**src/lvd_cfg.svh**
```systemverilog
// offsets, field positions, reset values and filter counts of the voltage monitor
`ifndef LVD_CFG_SVH
`define LVD_CFG_SVH

// register byte offsets
`define CTRL_OFFS      8'h00
`define IRQC_OFFS      8'h04
`define GIE_OFFS       8'h08
`define STAT_OFFS      8'h0c
`define MASK_OFFS      8'h10

// control register fields
`define CTRL_TSEL_HI   7
`define CTRL_TSEL_LO   6
`define CTRL_DFLAG     5
`define CTRL_DEN       4
`define CTRL_BGEN      3
`define CTRL_VSEL_HI   2
`define CTRL_VSEL_LO   0

// request control fields
`define IRQC_FLAG      4
`define IRQC_EN        0
`define GIE_BIT        0

// status and mask fields
`define STAT_QUAL      0
`define STAT_DRISE     1
`define STAT_W         2

// reset values
`define CTRL_RST       8'h00
`define STAT_RST       2'h0

// filter lengths in slow oscillator edges
`define FILT_CNT_00    4'h2
`define FILT_CNT_01    4'h4
`define FILT_CNT_10    4'h8
`define FILT_CNT_11    4'h2

// external pin code of the threshold select
`define VSEL_EXT_PIN   3'h0

// bus answers
`define RESP_OKAY      2'h0
`define RESP_SLVERR    2'h2

`endif

```
**src/lvd_pkg.sv**
```systemverilog
// types shared by the voltage monitor modules
package lvd_pkg;
  typedef logic [7:0]  reg8_t;
  typedef logic [1:0]  axi_resp_t;
  typedef logic [1:0]  filt_sel_t;
  typedef logic [3:0]  filt_cnt_t;
endpackage : lvd_pkg

```
**src/lvd_filter_if.sv**
```systemverilog
// signals between the control logic and the duration filter
interface lvd_filter_if;
  import lvd_pkg::*;
  logic      tick;
  logic      det;
  filt_sel_t sel;
  logic      fire;

  modport ctl  (output tick, output det, output sel, input fire);
  modport filt (input tick, input det, input sel, output fire);
endinterface : lvd_filter_if

```
**src/lvd_filter.sv**
```systemverilog
// low-voltage duration filter counted in slow oscillator edges
`include "lvd_cfg.svh"
module lvd_filter
  import lvd_pkg::*;
(
  // clock and reset
  input wire logic   core_clk,
  input wire logic   nrst,
  // control side
  lvd_filter_if.filt fp
);
  filt_cnt_t cnt_r;
  logic      done_r;
  filt_cnt_t target;

  // selected duration
  always_comb begin
    case (fp.sel)
      2'h0:    target = `FILT_CNT_00;
      2'h1:    target = `FILT_CNT_01;
      2'h2:    target = `FILT_CNT_10;
      default: target = `FILT_CNT_11;
    endcase
  end

  // count while flag high, restart on drop, one pulse per episode
  always_ff @(posedge core_clk or negedge nrst) begin
    if (!nrst) begin
      cnt_r  <= 4'h0;
      done_r <= 1'b0;
    end else if (!fp.det) begin
      cnt_r  <= 4'h0;
      done_r <= 1'b0;
    end else if (fp.tick && !done_r) begin
      if (cnt_r + 4'h1 >= target) begin
        done_r <= 1'b1;
      end
      cnt_r <= cnt_r + 4'h1;
    end
  end

  // pulse in the cycle the count is reached
  assign fp.fire = fp.det && fp.tick && !done_r && (cnt_r + 4'h1 >= target);
endmodule : lvd_filter

```
**src/lvd_monitor.sv**
```systemverilog
// low-voltage monitor control: register file, detection flag, filter and request
`include "lvd_cfg.svh"
module lvd_monitor
  import lvd_pkg::*;
#(
  parameter int ADDR_W = 8
)
(
  // clock and reset
  input  wire logic              core_clk,
  input  wire logic              nrst,
  // axi4-lite write address
  input  wire logic [ADDR_W-1:0] s_awaddr,
  input  wire logic              s_awvalid,
  output logic                   s_awready,
  // axi4-lite write data
  input  wire logic [31:0]       s_wdata,
  input  wire logic [3:0]        s_wstrb,
  input  wire logic              s_wvalid,
  output logic                   s_wready,
  // axi4-lite write response
  output axi_resp_t              s_bresp,
  output logic                   s_bvalid,
  input  wire logic              s_bready,
  // axi4-lite read address
  input  wire logic [ADDR_W-1:0] s_araddr,
  input  wire logic              s_arvalid,
  output logic                   s_arready,
  // axi4-lite read data
  output logic [31:0]            s_rdata,
  output axi_resp_t              s_rresp,
  output logic                   s_rvalid,
  input  wire logic              s_rready,
  // analog comparator and slow oscillator
  input  wire logic              comparator_low,
  input  wire logic              slow_osc_clk,
  output logic                   detector_on,
  output logic                   monitor_pin_select,
  output logic [2:0]             threshold_select,
  output logic                   bandgap_on,
  // power mode and reset block
  input  wire logic              sleep_mode,
  input  wire logic              idle_mode,
  input  wire logic              lvr_enable,
  // interrupt and wake
  output logic                   irq,
  output logic                   idle_wake
);

  // bus state
  logic                 awready_r;
  logic                 wready_r;
  logic                 aw_hold_r;
  logic                 w_hold_r;
  logic [ADDR_W-1:0]    aw_addr_r;
  logic [31:0]          w_data_r;
  logic                 w_strb0_r;
  logic                 bvalid_r;
  axi_resp_t            bresp_r;
  logic                 arready_r;
  logic                 rvalid_r;
  logic [31:0]          rdata_r;
  axi_resp_t            rresp_r;
  // register state
  reg8_t                ctrl_r;
  logic                 irq_flag_r;
  logic                 irq_en_r;
  logic                 gie_r;
  logic [`STAT_W-1:0]   stat_r;
  logic [`STAT_W-1:0]   mask_r;
  // synchronisers and detection
  logic                 cmp_meta_r;
  logic                 cmp_sync_r;
  logic                 osc_meta_r;
  logic                 osc_sync_r;
  logic                 osc_prev_r;
  logic                 det_flag_r;
  // outputs toward the analog side, interrupt and wake
  logic                 det_on_r;
  logic                 pin_sel_r;
  logic [2:0]           vsel_r;
  logic                 bg_on_r;
  logic                 irq_r;
  logic                 wake_r;
  // combinational terms
  logic                 aw_fire;
  logic                 w_fire;
  logic                 ar_fire;
  logic                 do_wr;
  logic                 aw_hold_nxt;
  logic                 w_hold_nxt;
  logic                 rvalid_nxt;
  logic                 wr_ok;
  logic                 wr_ctrl;
  logic                 wr_irqc;
  logic                 wr_gie;
  logic                 wr_stat;
  logic                 wr_mask;
  logic                 det_active;
  logic                 osc_tick;
  logic                 qual_fire;
  logic                 det_rise;
  logic [31:0]          rd_data;
  logic                 rd_ok;
  lvd_filter_if fif ();

  // write channel: address and data taken in either order
  assign aw_fire     = s_awvalid && awready_r;
  assign w_fire      = s_wvalid && wready_r;
  assign do_wr       = aw_hold_r && w_hold_r && !bvalid_r;
  assign aw_hold_nxt = do_wr ? 1'b0 : (aw_hold_r || aw_fire);
  assign w_hold_nxt  = do_wr ? 1'b0 : (w_hold_r || w_fire);
  // hold address and data until both are present
  always_ff @(posedge core_clk or negedge nrst) begin
    if (!nrst) begin
      aw_hold_r <= 1'b0;
      w_hold_r  <= 1'b0;
      awready_r <= 1'b0;
      wready_r  <= 1'b0;
      aw_addr_r <= '0;
      w_data_r  <= 32'h0;
      w_strb0_r <= 1'b0;
    end else begin
      aw_hold_r <= aw_hold_nxt;
      w_hold_r  <= w_hold_nxt;
      awready_r <= !aw_hold_nxt;
      wready_r  <= !w_hold_nxt;
      if (aw_fire) begin
        aw_addr_r <= s_awaddr;
      end
      if (w_fire) begin
        w_data_r  <= s_wdata;
        w_strb0_r <= s_wstrb[0];
      end
    end
  end

  // write decode, registers are the low byte of aligned words
  always_comb begin
    wr_ctrl = 1'b0;
    wr_irqc = 1'b0;
    wr_gie  = 1'b0;
    wr_stat = 1'b0;
    wr_mask = 1'b0;
    wr_ok   = 1'b1;
    case (aw_addr_r[7:0])
      `CTRL_OFFS: wr_ctrl = do_wr && w_strb0_r;
      `IRQC_OFFS: wr_irqc = do_wr && w_strb0_r;
      `GIE_OFFS:  wr_gie  = do_wr && w_strb0_r;
      `STAT_OFFS: wr_stat = do_wr && w_strb0_r;
      `MASK_OFFS: wr_mask = do_wr && w_strb0_r;
      default:    wr_ok   = 1'b0;
    endcase
  end

  // write response after both halves
  always_ff @(posedge core_clk or negedge nrst) begin
    if (!nrst) begin
      bvalid_r <= 1'b0;
      bresp_r  <= `RESP_OKAY;
    end else if (do_wr) begin
      bvalid_r <= 1'b1;
      bresp_r  <= wr_ok ? `RESP_OKAY : `RESP_SLVERR;
    end else if (bvalid_r && s_bready) begin
      bvalid_r <= 1'b0;
    end
  end

  // read channel
  assign ar_fire    = s_arvalid && arready_r;
  assign rvalid_nxt = ar_fire || (rvalid_r && !s_rready);
  // read mux, bits above the register read as zero
  always_comb begin
    rd_data = 32'h0;
    rd_ok   = 1'b1;
    case (s_araddr[7:0])
      `CTRL_OFFS: begin
        rd_data[7:0]         = ctrl_r;
        rd_data[`CTRL_DFLAG] = det_flag_r;
      end
      `IRQC_OFFS: begin
        rd_data[`IRQC_FLAG] = irq_flag_r;
        rd_data[`IRQC_EN]   = irq_en_r;
      end
      `GIE_OFFS:  rd_data[`GIE_BIT] = gie_r;
      `STAT_OFFS: rd_data[`STAT_W-1:0] = stat_r;
      `MASK_OFFS: rd_data[`STAT_W-1:0] = mask_r;
      default:    rd_ok = 1'b0;
    endcase
  end

  // read data held until taken
  always_ff @(posedge core_clk or negedge nrst) begin
    if (!nrst) begin
      arready_r <= 1'b0;
      rvalid_r  <= 1'b0;
      rdata_r   <= 32'h0;
      rresp_r   <= `RESP_OKAY;
    end else begin
      arready_r <= !rvalid_nxt;
      rvalid_r  <= rvalid_nxt;
      if (ar_fire) begin
        rdata_r <= rd_data;
        rresp_r <= rd_ok ? `RESP_OKAY : `RESP_SLVERR;
      end
    end
  end

  // control register, detection flag bit is not stored
  always_ff @(posedge core_clk or negedge nrst) begin
    if (!nrst) begin
      ctrl_r <= `CTRL_RST;
    end else if (wr_ctrl) begin
      ctrl_r                 <= w_data_r[7:0];
      ctrl_r[`CTRL_DFLAG]    <= 1'b0;
    end
  end

  // request control and global enable
  always_ff @(posedge core_clk or negedge nrst) begin
    if (!nrst) begin
      irq_en_r <= 1'b0;
      gie_r    <= 1'b0;
    end else begin
      if (wr_irqc) begin
        irq_en_r <= w_data_r[`IRQC_EN];
      end
      if (wr_gie) begin
        gie_r <= w_data_r[`GIE_BIT];
      end
    end
  end

  // synchronisers for comparator and slow oscillator
  always_ff @(posedge core_clk or negedge nrst) begin
    if (!nrst) begin
      cmp_meta_r <= 1'b0;
      cmp_sync_r <= 1'b0;
      osc_meta_r <= 1'b0;
      osc_sync_r <= 1'b0;
      osc_prev_r <= 1'b0;
    end else begin
      cmp_meta_r <= comparator_low;
      cmp_sync_r <= cmp_meta_r;
      osc_meta_r <= slow_osc_clk;
      osc_sync_r <= osc_meta_r;
      osc_prev_r <= osc_sync_r;
    end
  end
  assign osc_tick   = osc_sync_r && !osc_prev_r;
  assign det_active = ctrl_r[`CTRL_DEN] && !sleep_mode;
  // detection flag, low while detector is off
  always_ff @(posedge core_clk or negedge nrst) begin
    if (!nrst) begin
      det_flag_r <= 1'b0;
    end else begin
      det_flag_r <= det_active && cmp_sync_r;
    end
  end

  assign det_rise = det_active && cmp_sync_r && !det_flag_r;

  // duration filter
  assign fif.tick = osc_tick;
  assign fif.det  = det_flag_r;
  assign fif.sel  = ctrl_r[`CTRL_TSEL_HI:`CTRL_TSEL_LO];
  assign qual_fire = fif.fire;
  lvd_filter u_filter (
    .core_clk (core_clk),
    .nrst     (nrst),
    .fp       (fif.filt)
  );
  // request flag, hardware set wins over a software write
  always_ff @(posedge core_clk or negedge nrst) begin
    if (!nrst) begin
      irq_flag_r <= 1'b0;
    end else if (qual_fire) begin
      irq_flag_r <= 1'b1;
    end else if (wr_irqc) begin
      irq_flag_r <= w_data_r[`IRQC_FLAG];
    end
  end

  // sticky status, write one to clear, set wins
  always_ff @(posedge core_clk or negedge nrst) begin
    if (!nrst) begin
      stat_r <= `STAT_RST;
    end else begin
      for (int i = 0; i < `STAT_W; i++) begin
        if (wr_stat && w_data_r[i]) begin
          stat_r[i] <= 1'b0;
        end
      end
      if (qual_fire) begin
        stat_r[`STAT_QUAL] <= 1'b1;
      end
      if (det_rise) begin
        stat_r[`STAT_DRISE] <= 1'b1;
      end
    end
  end

  // status mask
  always_ff @(posedge core_clk or negedge nrst) begin
    if (!nrst) begin
      mask_r <= `STAT_RST;
    end else if (wr_mask) begin
      mask_r <= w_data_r[`STAT_W-1:0];
    end
  end

  // interrupt and idle wake
  always_ff @(posedge core_clk or negedge nrst) begin
    if (!nrst) begin
      irq_r  <= 1'b0;
      wake_r <= 1'b0;
    end else begin
      irq_r  <= gie_r && ((irq_flag_r && irq_en_r) || |(stat_r & mask_r));
      wake_r <= idle_mode && qual_fire && !irq_flag_r;
    end
  end

  // analog controls
  always_ff @(posedge core_clk or negedge nrst) begin
    if (!nrst) begin
      det_on_r  <= 1'b0;
      pin_sel_r <= 1'b1;
      vsel_r    <= `VSEL_EXT_PIN;
      bg_on_r   <= 1'b0;
    end else begin
      det_on_r  <= det_active;
      pin_sel_r <= ctrl_r[`CTRL_VSEL_HI:`CTRL_VSEL_LO] == `VSEL_EXT_PIN;
      vsel_r    <= ctrl_r[`CTRL_VSEL_HI:`CTRL_VSEL_LO];
      bg_on_r   <= ctrl_r[`CTRL_DEN] || lvr_enable || ctrl_r[`CTRL_BGEN];
    end
  end
  // port drivers
  assign s_awready          = awready_r;
  assign s_wready           = wready_r;
  assign s_bvalid           = bvalid_r;
  assign s_bresp            = bresp_r;
  assign s_arready          = arready_r;
  assign s_rvalid           = rvalid_r;
  assign s_rdata            = rdata_r;
  assign s_rresp            = rresp_r;
  assign detector_on        = det_on_r;
  assign monitor_pin_select = pin_sel_r;
  assign threshold_select   = vsel_r;
  assign bandgap_on         = bg_on_r;
  assign irq                = irq_r;
  assign idle_wake          = wake_r;
endmodule : lvd_monitor

```
**config.mk**
```make
export PLATFORM = sky130hd
export DESIGN_NAME = lvd_monitor
export DESIGN_NICKNAME = d
export VERILOG_FILES = /design/src/lvd_pkg.sv /design/src/lvd_filter_if.sv /design/src/lvd_filter.sv /design/src/lvd_monitor.sv
export VERILOG_INCLUDE_DIRS = /design/src
export SDC_FILE = /design/constraint.sdc
export NUM_CORES = 1
export LEC_CHECK = 0
export BUFFER_PORTS_ARGS = -buffer_cell sky130_fd_sc_hd__buf_2
export CAP_MARGIN = 20
export CORE_MARGIN = 8
export CORE_UTILIZATION = 53
export DETAILED_ROUTE_END_ITERATION = 10
export PLACE_DENSITY = 0.85
export SYNTH_ARGS = -nofsm -noshare
export SYNTH_HDL_FRONTEND = slang
export SYNTH_HIERARCHICAL = 1
export SYNTH_SLANG_ARGS = --single-unit
```
**constraint.sdc**
```tcl
create_clock -name core_clk -period 4.4 [get_ports core_clk]
set_input_delay 0.88 -clock core_clk [delete_from_list [all_inputs] [get_ports core_clk]]
set_output_delay 0.88 -clock core_clk [all_outputs]
set_load 0.01 [all_outputs]
```
# Word level (Yosys, flattened, before mapping)
# Index checks and enable logic that the tools add are counted.
dict set report word_totals {
  input_bits 64
  regBits 69
}
dict set report classes {
  n_addsub 1
  n_lt_le_gt_ge 1
  bitwise 1
  eq_ne 12
  muxes 30
  reduce_logical 49
}
# cell count
set op_table {}
lappend op_table {{$eq 8x4->1 const B} 4}
lappend op_table {{$logic_and 1x1->1} 22}
lappend op_table {{$mux 1} 20}
lappend op_table {{$eq 8x3->1 const B} 2}
lappend op_table {{$eq 8x5->1 const B} 2}
lappend op_table {{$logic_not 8->1} 2}
lappend op_table {{$logic_not 1->1} 10}
lappend op_table {{$reduce_or 5->1} 2}
lappend op_table {{$mux 4} 2}
lappend op_table {{$pmux 4 s2} 1}
lappend op_table {{$reduce_bool 2->1} 4}
lappend op_table {{$logic_or 1x1->1} 6}
lappend op_table {{$mux 2} 3}
lappend op_table {{$pmux 1 s5} 1}
lappend op_table {{$add 4x1->4 const B} 1}
lappend op_table {{$ge 4x4->1} 1}
lappend op_table {{$ne 2x1->1 const B} 2}
lappend op_table {{$logic_not 3->1} 1}
lappend op_table {{$mux 3} 1}
lappend op_table {{$pmux 1 s3} 1}
lappend op_table {{$and 2x2->2} 1}
lappend op_table {{$eq 2x1->1 const B} 1}
lappend op_table {{$eq 2x2->1 const B} 1}
lappend op_table {{$pmux 1 s2} 1}
lappend op_table {{other kinds (2)} 2}

# Logic depth before layout (Yosys ltp)
# Gate-level depths: netlist of run 1.
dict set report logic_depth {
  depth_word 7
  depth_mapped 9
  depth_no_buf 9
}

# Cells and area by module
# The synthesis of run 1 kept the hierarchy.
# mod instances area_each_um2 seq_area_each_um2 cells_each
set modules_own_cells {}
lappend modules_own_cells {lvd_monitor 1 2622.5 1527.7 212}
lappend modules_own_cells {lvd_filter 1 376.6 125.1 38}

# Least setup slack after synthesis of run 1
# No wires, ideal clock.
dict set report synth_path {
  path_type {register -> register}
  from {register aw_addr_r[0]}
  to {register ctrl_r[0]}
  setup_slack_ns 2.517
  arrival_time_ns 1.758
  path_stages_with_launch 5
  t_required_ns 4.275
  cell_sequence {dfrtp_1 or4_1 buf_2 nor4_4 mux2_2}
}
dict set report synth_via {
  elab_chain_len 2
}
# item line_no
set synth_lines {}
lappend synth_lines {{from (decl)} lvd_monitor.sv:55} ;# logic [ADDR_W-1:0] aw_addr_r;
lappend synth_lines {{from (signal assigned)} lvd_monitor.sv:129} ;# aw_addr_r <= s_awaddr;
lappend synth_lines {{$logic_not 8->1} lvd_monitor.sv:146} ;# case (aw_addr_r[7:0])
lappend synth_lines {{$mux 1} lvd_monitor.sv:146}
lappend synth_lines {{to (signal assigned)} lvd_monitor.sv:212} ;# ctrl_r <= `CTRL_RST;
lappend synth_lines {{to (signal assigned)} lvd_monitor.sv:214} ;# ctrl_r <= w_data_r[7:0];
lappend synth_lines {{to (decl)} lvd_monitor.sv:65} ;# reg8_t ctrl_r;
# No other way between the ends.
# A chain may end at the register's enable or synchronous reset.

# Final worst setup path of run 1
dict set report layout_path {
  from {register aw_addr_r[0]}
  to {register ctrl_r[3]}
}
# Same word-level chain as after synthesis.

==> reports/metrics.yaml, run 1 <==
status:
  outcome: "finished, final reports clean"
floorplan:
  ios: 113
  die_y_um: 91.23
  die-width_um: 91.23
  die_area_sq_um: 8322
  start_util: 0.5480
  core_area_sq_um: 5473
  rows: 27
logic_synthesis:
  synth_top_cells_by_area: "dfrtp_1, mux2_2, buf_4, ha_1, o21ai_0"
  synthArstFlopShare: 1.000
  syn_area_sq_um: 2999
  syn_avg_cell_area_sq_um: 12.00
  yosysTopAreaCell: "dfrtp_1"
  synth_edf_count: 0
  post-synth-top-area-fraction: 0.5423
  ys.flop_type: "dfrtp_1"
  syn_inst: 250
  synth_seq_cells: 66
  yosysUniqueCellTypes: 49
  yosys_warnings: 6
  synth_seq_area_share: 0.5511
detailed_routing:
  drt_iter0_drc: 93
  num_vias: 1996
  vias_per_cell: 5.158
  wl_per_cell_um: 15.17
  drcViolationCount: 0
  drtAntennaViolNets: 0
  drtPass1Iterations: 4
  wl_um: 5870
timing:
  hold_violations: 0
  max_freq_mhz: 477.6
  fin_crit_ns: 2.094
  setup_ws_ns: 2.306
  period_share: 0.4758
  timing.final.max_slew_violations: 0
  setup_viol_count_final: 0
  grt_setup_unrepaired: "no"
  fin_skew_ns: 0.007773
  hold-worst-slack_ns: 0.3536
  tns_ns: 0
  relSlewSlack: 0.4092
  tightest_slew_ns: 0.8861
run:
  cap_violations: 0
worst_setup_path:
  critPathCaptureType: "flip-flop"
  cp_top_family: "simple AND/OR/NAND/NOR gates"
  cp_slowest_cell: "or4_1"
  crit_buf_inv: 0
  criticalPathCategory: "reg -> reg"
  cp_data_arrival_time_ns: 2.31
  cp_cell_sequence: "or4_1 > nor4_4 > mux2_2"
  max_stage_delay_ns: 0.69
  reg2reg_to: "ctrl_r[3]$_DFFE_PN0P_"
  worstReg2RegStart: "aw_addr_r[0]$_DFFE_PN0P_"
  required_ns: 4.61
  r2r_setup_slack_ns: 2.31
  path_max_fanout: 7
  start_kind: "flip-flop"
  reg2reg_depth: 3
cts:
  htreeDepth: 3
  cts_tree: "done"
  cts_setup_buffers: 0
  root_buffer: "clkbuf_8"
  ctsHoldBuffers: 0
  clk_pin_slew_ns: 0.07
  cts_buffers: 9
  cts.repair.resized: 0
  clockBufferDepth: 2
  clkLatencyLatePin_ns: 0.33
  cts_sinks: 66
hold_path:
  holdCritPathClass: "reg -> reg"
  worstHoldStart: "osc_meta_r$_DFF_PN0_"
  whs_path_depth: 0
  hold_path_end: "osc_sync_r$_DFF_PN0_"
placed_design:
  gp_congestion: 0.8337
  dp_hpwl_um: 4394
  numPortBuffers: 58
  dpl_cell_area_sq_um: 3251
  place_inst: 371
  pre_cts_slack_ns: 2.242
layout:
  drive_above_1_share: 0.3333
  post-route-util: 0.6340
  fin_cells: 387
  stdcell_area_sq_um: 3470
  n_antenna_cell: 0
  area_delta_synth_final_pct: 15.69
  finalNetCount: 380
pwr:
  leakage_nw: 1.700
  powerDensity_nw_per_um2: 497.3
  peakVddDrop_mv: 0.3575
  total_power_mw: 1.725
grt:
  track_usage: 0.1466
  grt_start_max_net_pins: 41
  grt_pass1_vias: 2193
  antenna_found_initial: 0
  grt_pass1_wl_um: 9853
  gr-total-overflow: 0
[cells by family after synthesis]
logic type               share of synthesized area
adder cells (fa/ha/maj)                    0.02503
AND/OR/NAND/NOR                             0.1418
other                                     0.001250
flip-flops                                  0.5511
AO/OA/AOI/OAI                              0.06008
XOR/XNOR                                   0.01168
multiplexers                                0.1147
buffers and inverters                      0.09428
[placed cells by master (no fill, tap or decap), drive strengths merged, types with 2 or more instances in the layout]
cell    netlist  routed
nor3          4       4
mux2i         4       4
a21boi        2       2
or3           2       2
o21ai        14      14
ha            6       6
mux2         27      27
clkbuf        6      11
nand2b        2       2
o21a          2       2
xnor2         3       3
bufinv        0       2
nor4bb        2       2
and2          6       6
dfrtp        65      65
conb          1      26
nor2b         4       4
nor4          6       6
nand2        17      17
inv          14      14
nand3b        3       3
clkinv        0       2
nor2          5       5
or4bb         3       3
buf          29      59
nand4b        3       3
[worst max path at each step]
stage                                        start  slack (ns)  cells after the start                     end
final                     aw_addr_r[0]$_DFFE_PN0P_        2.31                      3   ctrl_r[3]$_DFFE_PN0P_
after detailed placement               s_araddr[1]        2.24                      4  s_rdata[2]$_DFFE_PN0P_
after floorplan           aw_addr_r[0]$_DFFE_PN0P_        2.52                      4   ctrl_r[0]$_DFFE_PN0P_
after global routing      aw_addr_r[0]$_DFFE_PN0P_        2.19                      3   ctrl_r[4]$_DFFE_PN0P_
after global placement    aw_addr_r[0]$_DFFE_PN0P_        2.34                      3   ctrl_r[0]$_DFFE_PN0P_
after CTS                 aw_addr_r[0]$_DFFE_PN0P_        2.28                      3   ctrl_r[3]$_DFFE_PN0P_
[flip-flops by register name (all words and copies together), names as in the netlist, 2 cells and up]
name,cells
aw_addr_r,8
s_rdata,8
ctrl_r,7
mask_r,2
stat_r,2
u_filter/cnt_r,4
threshold_select,3
w_data_r,7
[cell usage after synthesis (4+ instances only)]
| master | instances |
|---|---|
| nor3_1 | 4 |
| o21ai_0 | 14 |
| and2_1 | 6 |
| buf_4 | 26 |
| nor4_1 | 4 |
| mux2_2 | 27 |
| clkbuf_1 | 6 |
| dfrtp_1 | 65 |
| nor2b_1 | 4 |
| inv_1 | 14 |
| mux2i_1 | 4 |
| nor2_1 | 5 |
| ha_1 | 6 |
| nand2_1 | 17 |
[worst register-to-register path, stage by stage, from the launching register on]
cell and delay [ns]:
dfrtp_1 0.38, or4_1 0.69, nor4_4 0.51, mux2_2 0.40
[metal layers]
metal / vias to the layer above / GRT usage / share of wire
met2: 79 / 0.2170 / 0.44
met4: 0 / 0.07776 / 0.024
met3: 11 / 0.08477 / 0.11
li1: 940 / - / -
met5: - / 0 / 0
met1: 966 / 0.1637 / 0.43
[where the power goes]
part           switching, mW  internal (mW)  leakage, nW  total (mW)
clock                  0.222          0.333        0.109       0.554
sequential             0.107          0.741        0.840       0.849
combinational          0.157          0.165        0.750       0.323
total                  0.486           1.24         1.70        1.73
[area by class of cell]
class / instances / area [sq um]
Clock buffer: 11 / 141.4
Timing Repair Buffer: 59 / 297.8
Sequential cell: 66 / 1653
Clock inverter: 5 / 77.57
Inverter: 14 / 52.55
Tap cell: 72 / 90.09
Fill cell: 448 / 2003
Multi-Input combinational cell: 160 / 1157
Note: power is estimated with default switching activity, not from simulation.
==> run 2, diff against run 1 <==
- CORE_UTILIZATION: 53 -> 44
- PLACE_DENSITY: 0.85 -> 0.76
- clock period: 4.4 -> 1.71 ns (I/O delays scaled with it)
==> run 2 against run 1 <==
The run now ends with negative setup slack left. Clock power is 130% higher. Largest cell class unchanged. Combinational power rose to 3.6 times the previous value. First-iteration DRC count grew 6.5%. Register-to-register slack worse by 2.4 ns. Routed wire length grew 14%. Fmax is 16% higher. Setup slack worse by 2.4 ns. Count of clock-buffer cells in the layout decreased by 1. Via count grew 2.2%. Utilization shrank 6.6 points.
==> reports/metrics.yaml, run 2 (synthesis results as in run 1) <==
cts:
  cts_sinks: 66
  clkLatencyLatePin_ns: 0.35
  clockBufferDepth: 2
  htreeDepth: 3
  root_buffer: "clkbuf_8"
  clk_pin_slew_ns: 0.07
  cts_tree: "done"
  cts_buffers: 9
layout:
  final_common_cell: "dfrtp_1"
  area_delta_synth_final_pct: 26.57
  post-route-util: 0.5682
  finalNetCount: 404
  drive_above_1_share: 0.4454
  stdcell_area_sq_um: 3796
  fin_cells: 419
  n_antenna_cell: 0
  final_cell_mix: "dfrtp_1, buf_2, conb_1"
pwr:
  leakage_nw: 1.846
  peakVddDrop_mv: 0.8861
  total_power_mw: 4.605
  powerDensity_nw_per_um2: 1213
worst_setup_path:
  start_kind: "flip-flop"
  path_max_fanout: 7
  cp_data_arrival_time_ns: 2.02
  required_ns: 1.93
  criticalPathCategory: "reg -> reg"
  critPathCaptureType: "flip-flop"
detailed_routing:
  wl_um: 6705
  drtPass1Iterations: 4
  drt_iter0_drc: 99
  drtAntennaViolNets: 0
  num_vias: 2040
  met2_length_um: 3179
  routed.top_layer: "met4"
  drcViolationCount: 0
  wl_per_cell_um: 16.00
  wl_met3_um: 619
  wl_met1_um: 2797
  vias_per_cell: 4.869
status:
  outcome: "finished, violations left"
  violations: "negative setup slack"
timing:
  max_freq_mhz: 555.2
  relSlewSlack: 0.6506
  grt_setup_unrepaired: "yes"
  fin_skew_ns: 0.009555
  tns_ns: -0.9757
  setup_ws_ns: -0.09101
  fin_crit_ns: 1.801
  hold_violations: 0
  period_share: 1.053
  setup_viol_count_final: 14
  timing.final.max_slew_violations: 0
  tightest_slew_ns: 0.5241
placed_design:
  dp_hpwl_um: 4909
  numPortBuffers: 58
  gp_congestion: 0.7569
  dpl_cell_area_sq_um: 3425
  place_inst: 397
grt:
  track_usage: 0.1417
  grt_pass1_vias: 2209
  gr-total-overflow: 0
  grt_pass1_wl_um: 10800
  antenna_found_initial: 0
  grt_start_max_net_pins: 25
run:
  cap_violations: 0
floorplan:
  rows: 30
  core_area_sq_um: 6681
  die_y_um: 98.56
  ios: 113
  die-width_um: 98.56
  start_util: 0.4489
  die_area_sq_um: 9714
hold_path:
  holdCritPathClass: "in -> reg"
==> run 2: worst paths after layout <==
path                                          start                             to  cells past startpoint  slack [ns]
setup / recovery           aw_addr_r[2]$_DFFE_PN0P_          ctrl_r[7]$_DFFE_PN0P_                      4       -0.09
hold / removal                         slow_osc_clk           osc_meta_r$_DFF_PN0_                      1        0.10
setup reg to reg           aw_addr_r[2]$_DFFE_PN0P_          ctrl_r[7]$_DFFE_PN0P_                      4       -0.09
hold reg to reg                cmp_meta_r$_DFF_PN0_           cmp_sync_r$_DFF_PN0_                      0        0.35
max in group asynchronous                      nrst  u_filter/cnt_r[1]$_DFFE_PN0P_                      3        0.69
min in group asynchronous                      nrst          mask_r[1]$_DFFE_PN0P_                      2        0.50
==> run 2: timing repair <==
item / 4_1_cts / 5_1_grt
setup endpoints to repair: 15 / 16
buffers inserted: 3 / 2
gates resized for setup: 17 / 14
endpoints found under the hold margin: 18 / 0
hold buffers: 1 / 0
pin swaps: 4 / 7
==> run 2: worst max-delay path: stages (launching register included) <==
cell and delay, ns:
dfrtp_1 0.41, or4b_4 0.54, nor4_4 0.23, buf_6 0.17, mux2_2 0.33
==> run 2: cell type report <==
cell class | count | area, sq um
Tap cell | 80 | 100.1
Clock inverter | 6 | 57.56
Timing Repair Buffer | 83 | 513.0
Sequential cell | 66 | 1655
Multi-Input combinational cell | 160 | 1290
Clock buffer | 10 | 127.6
Fill cell | 568 | 2885
Inverter | 14 | 52.55
==> run 2: power by group <==
group          internal (mW)  total (mW)  switching (mW)
clock network          0.663        1.26           0.600
registers               1.91        2.18           0.269
logic                  0.629        1.17           0.538
total                   3.20        4.61            1.41
==> run 2: layer usage <==
metal  vias up  global-route usage
li1        982                   -
met4         0             0.07674
met1       959              0.1608
met2        88              0.2198
met3        11             0.06272
met5         -                   0
==> run 2: stage by stage <==
stage	hold WS [ns]	worst slack, ns
floorplan	0.04641	-0.1217
CTS	0.08873	-0.09209
detailed placement	0.3426	-0.2203
finish	0.1048	-0.09101
global placement	0.3335	-0.1875
global route	0.08553	-0.1809
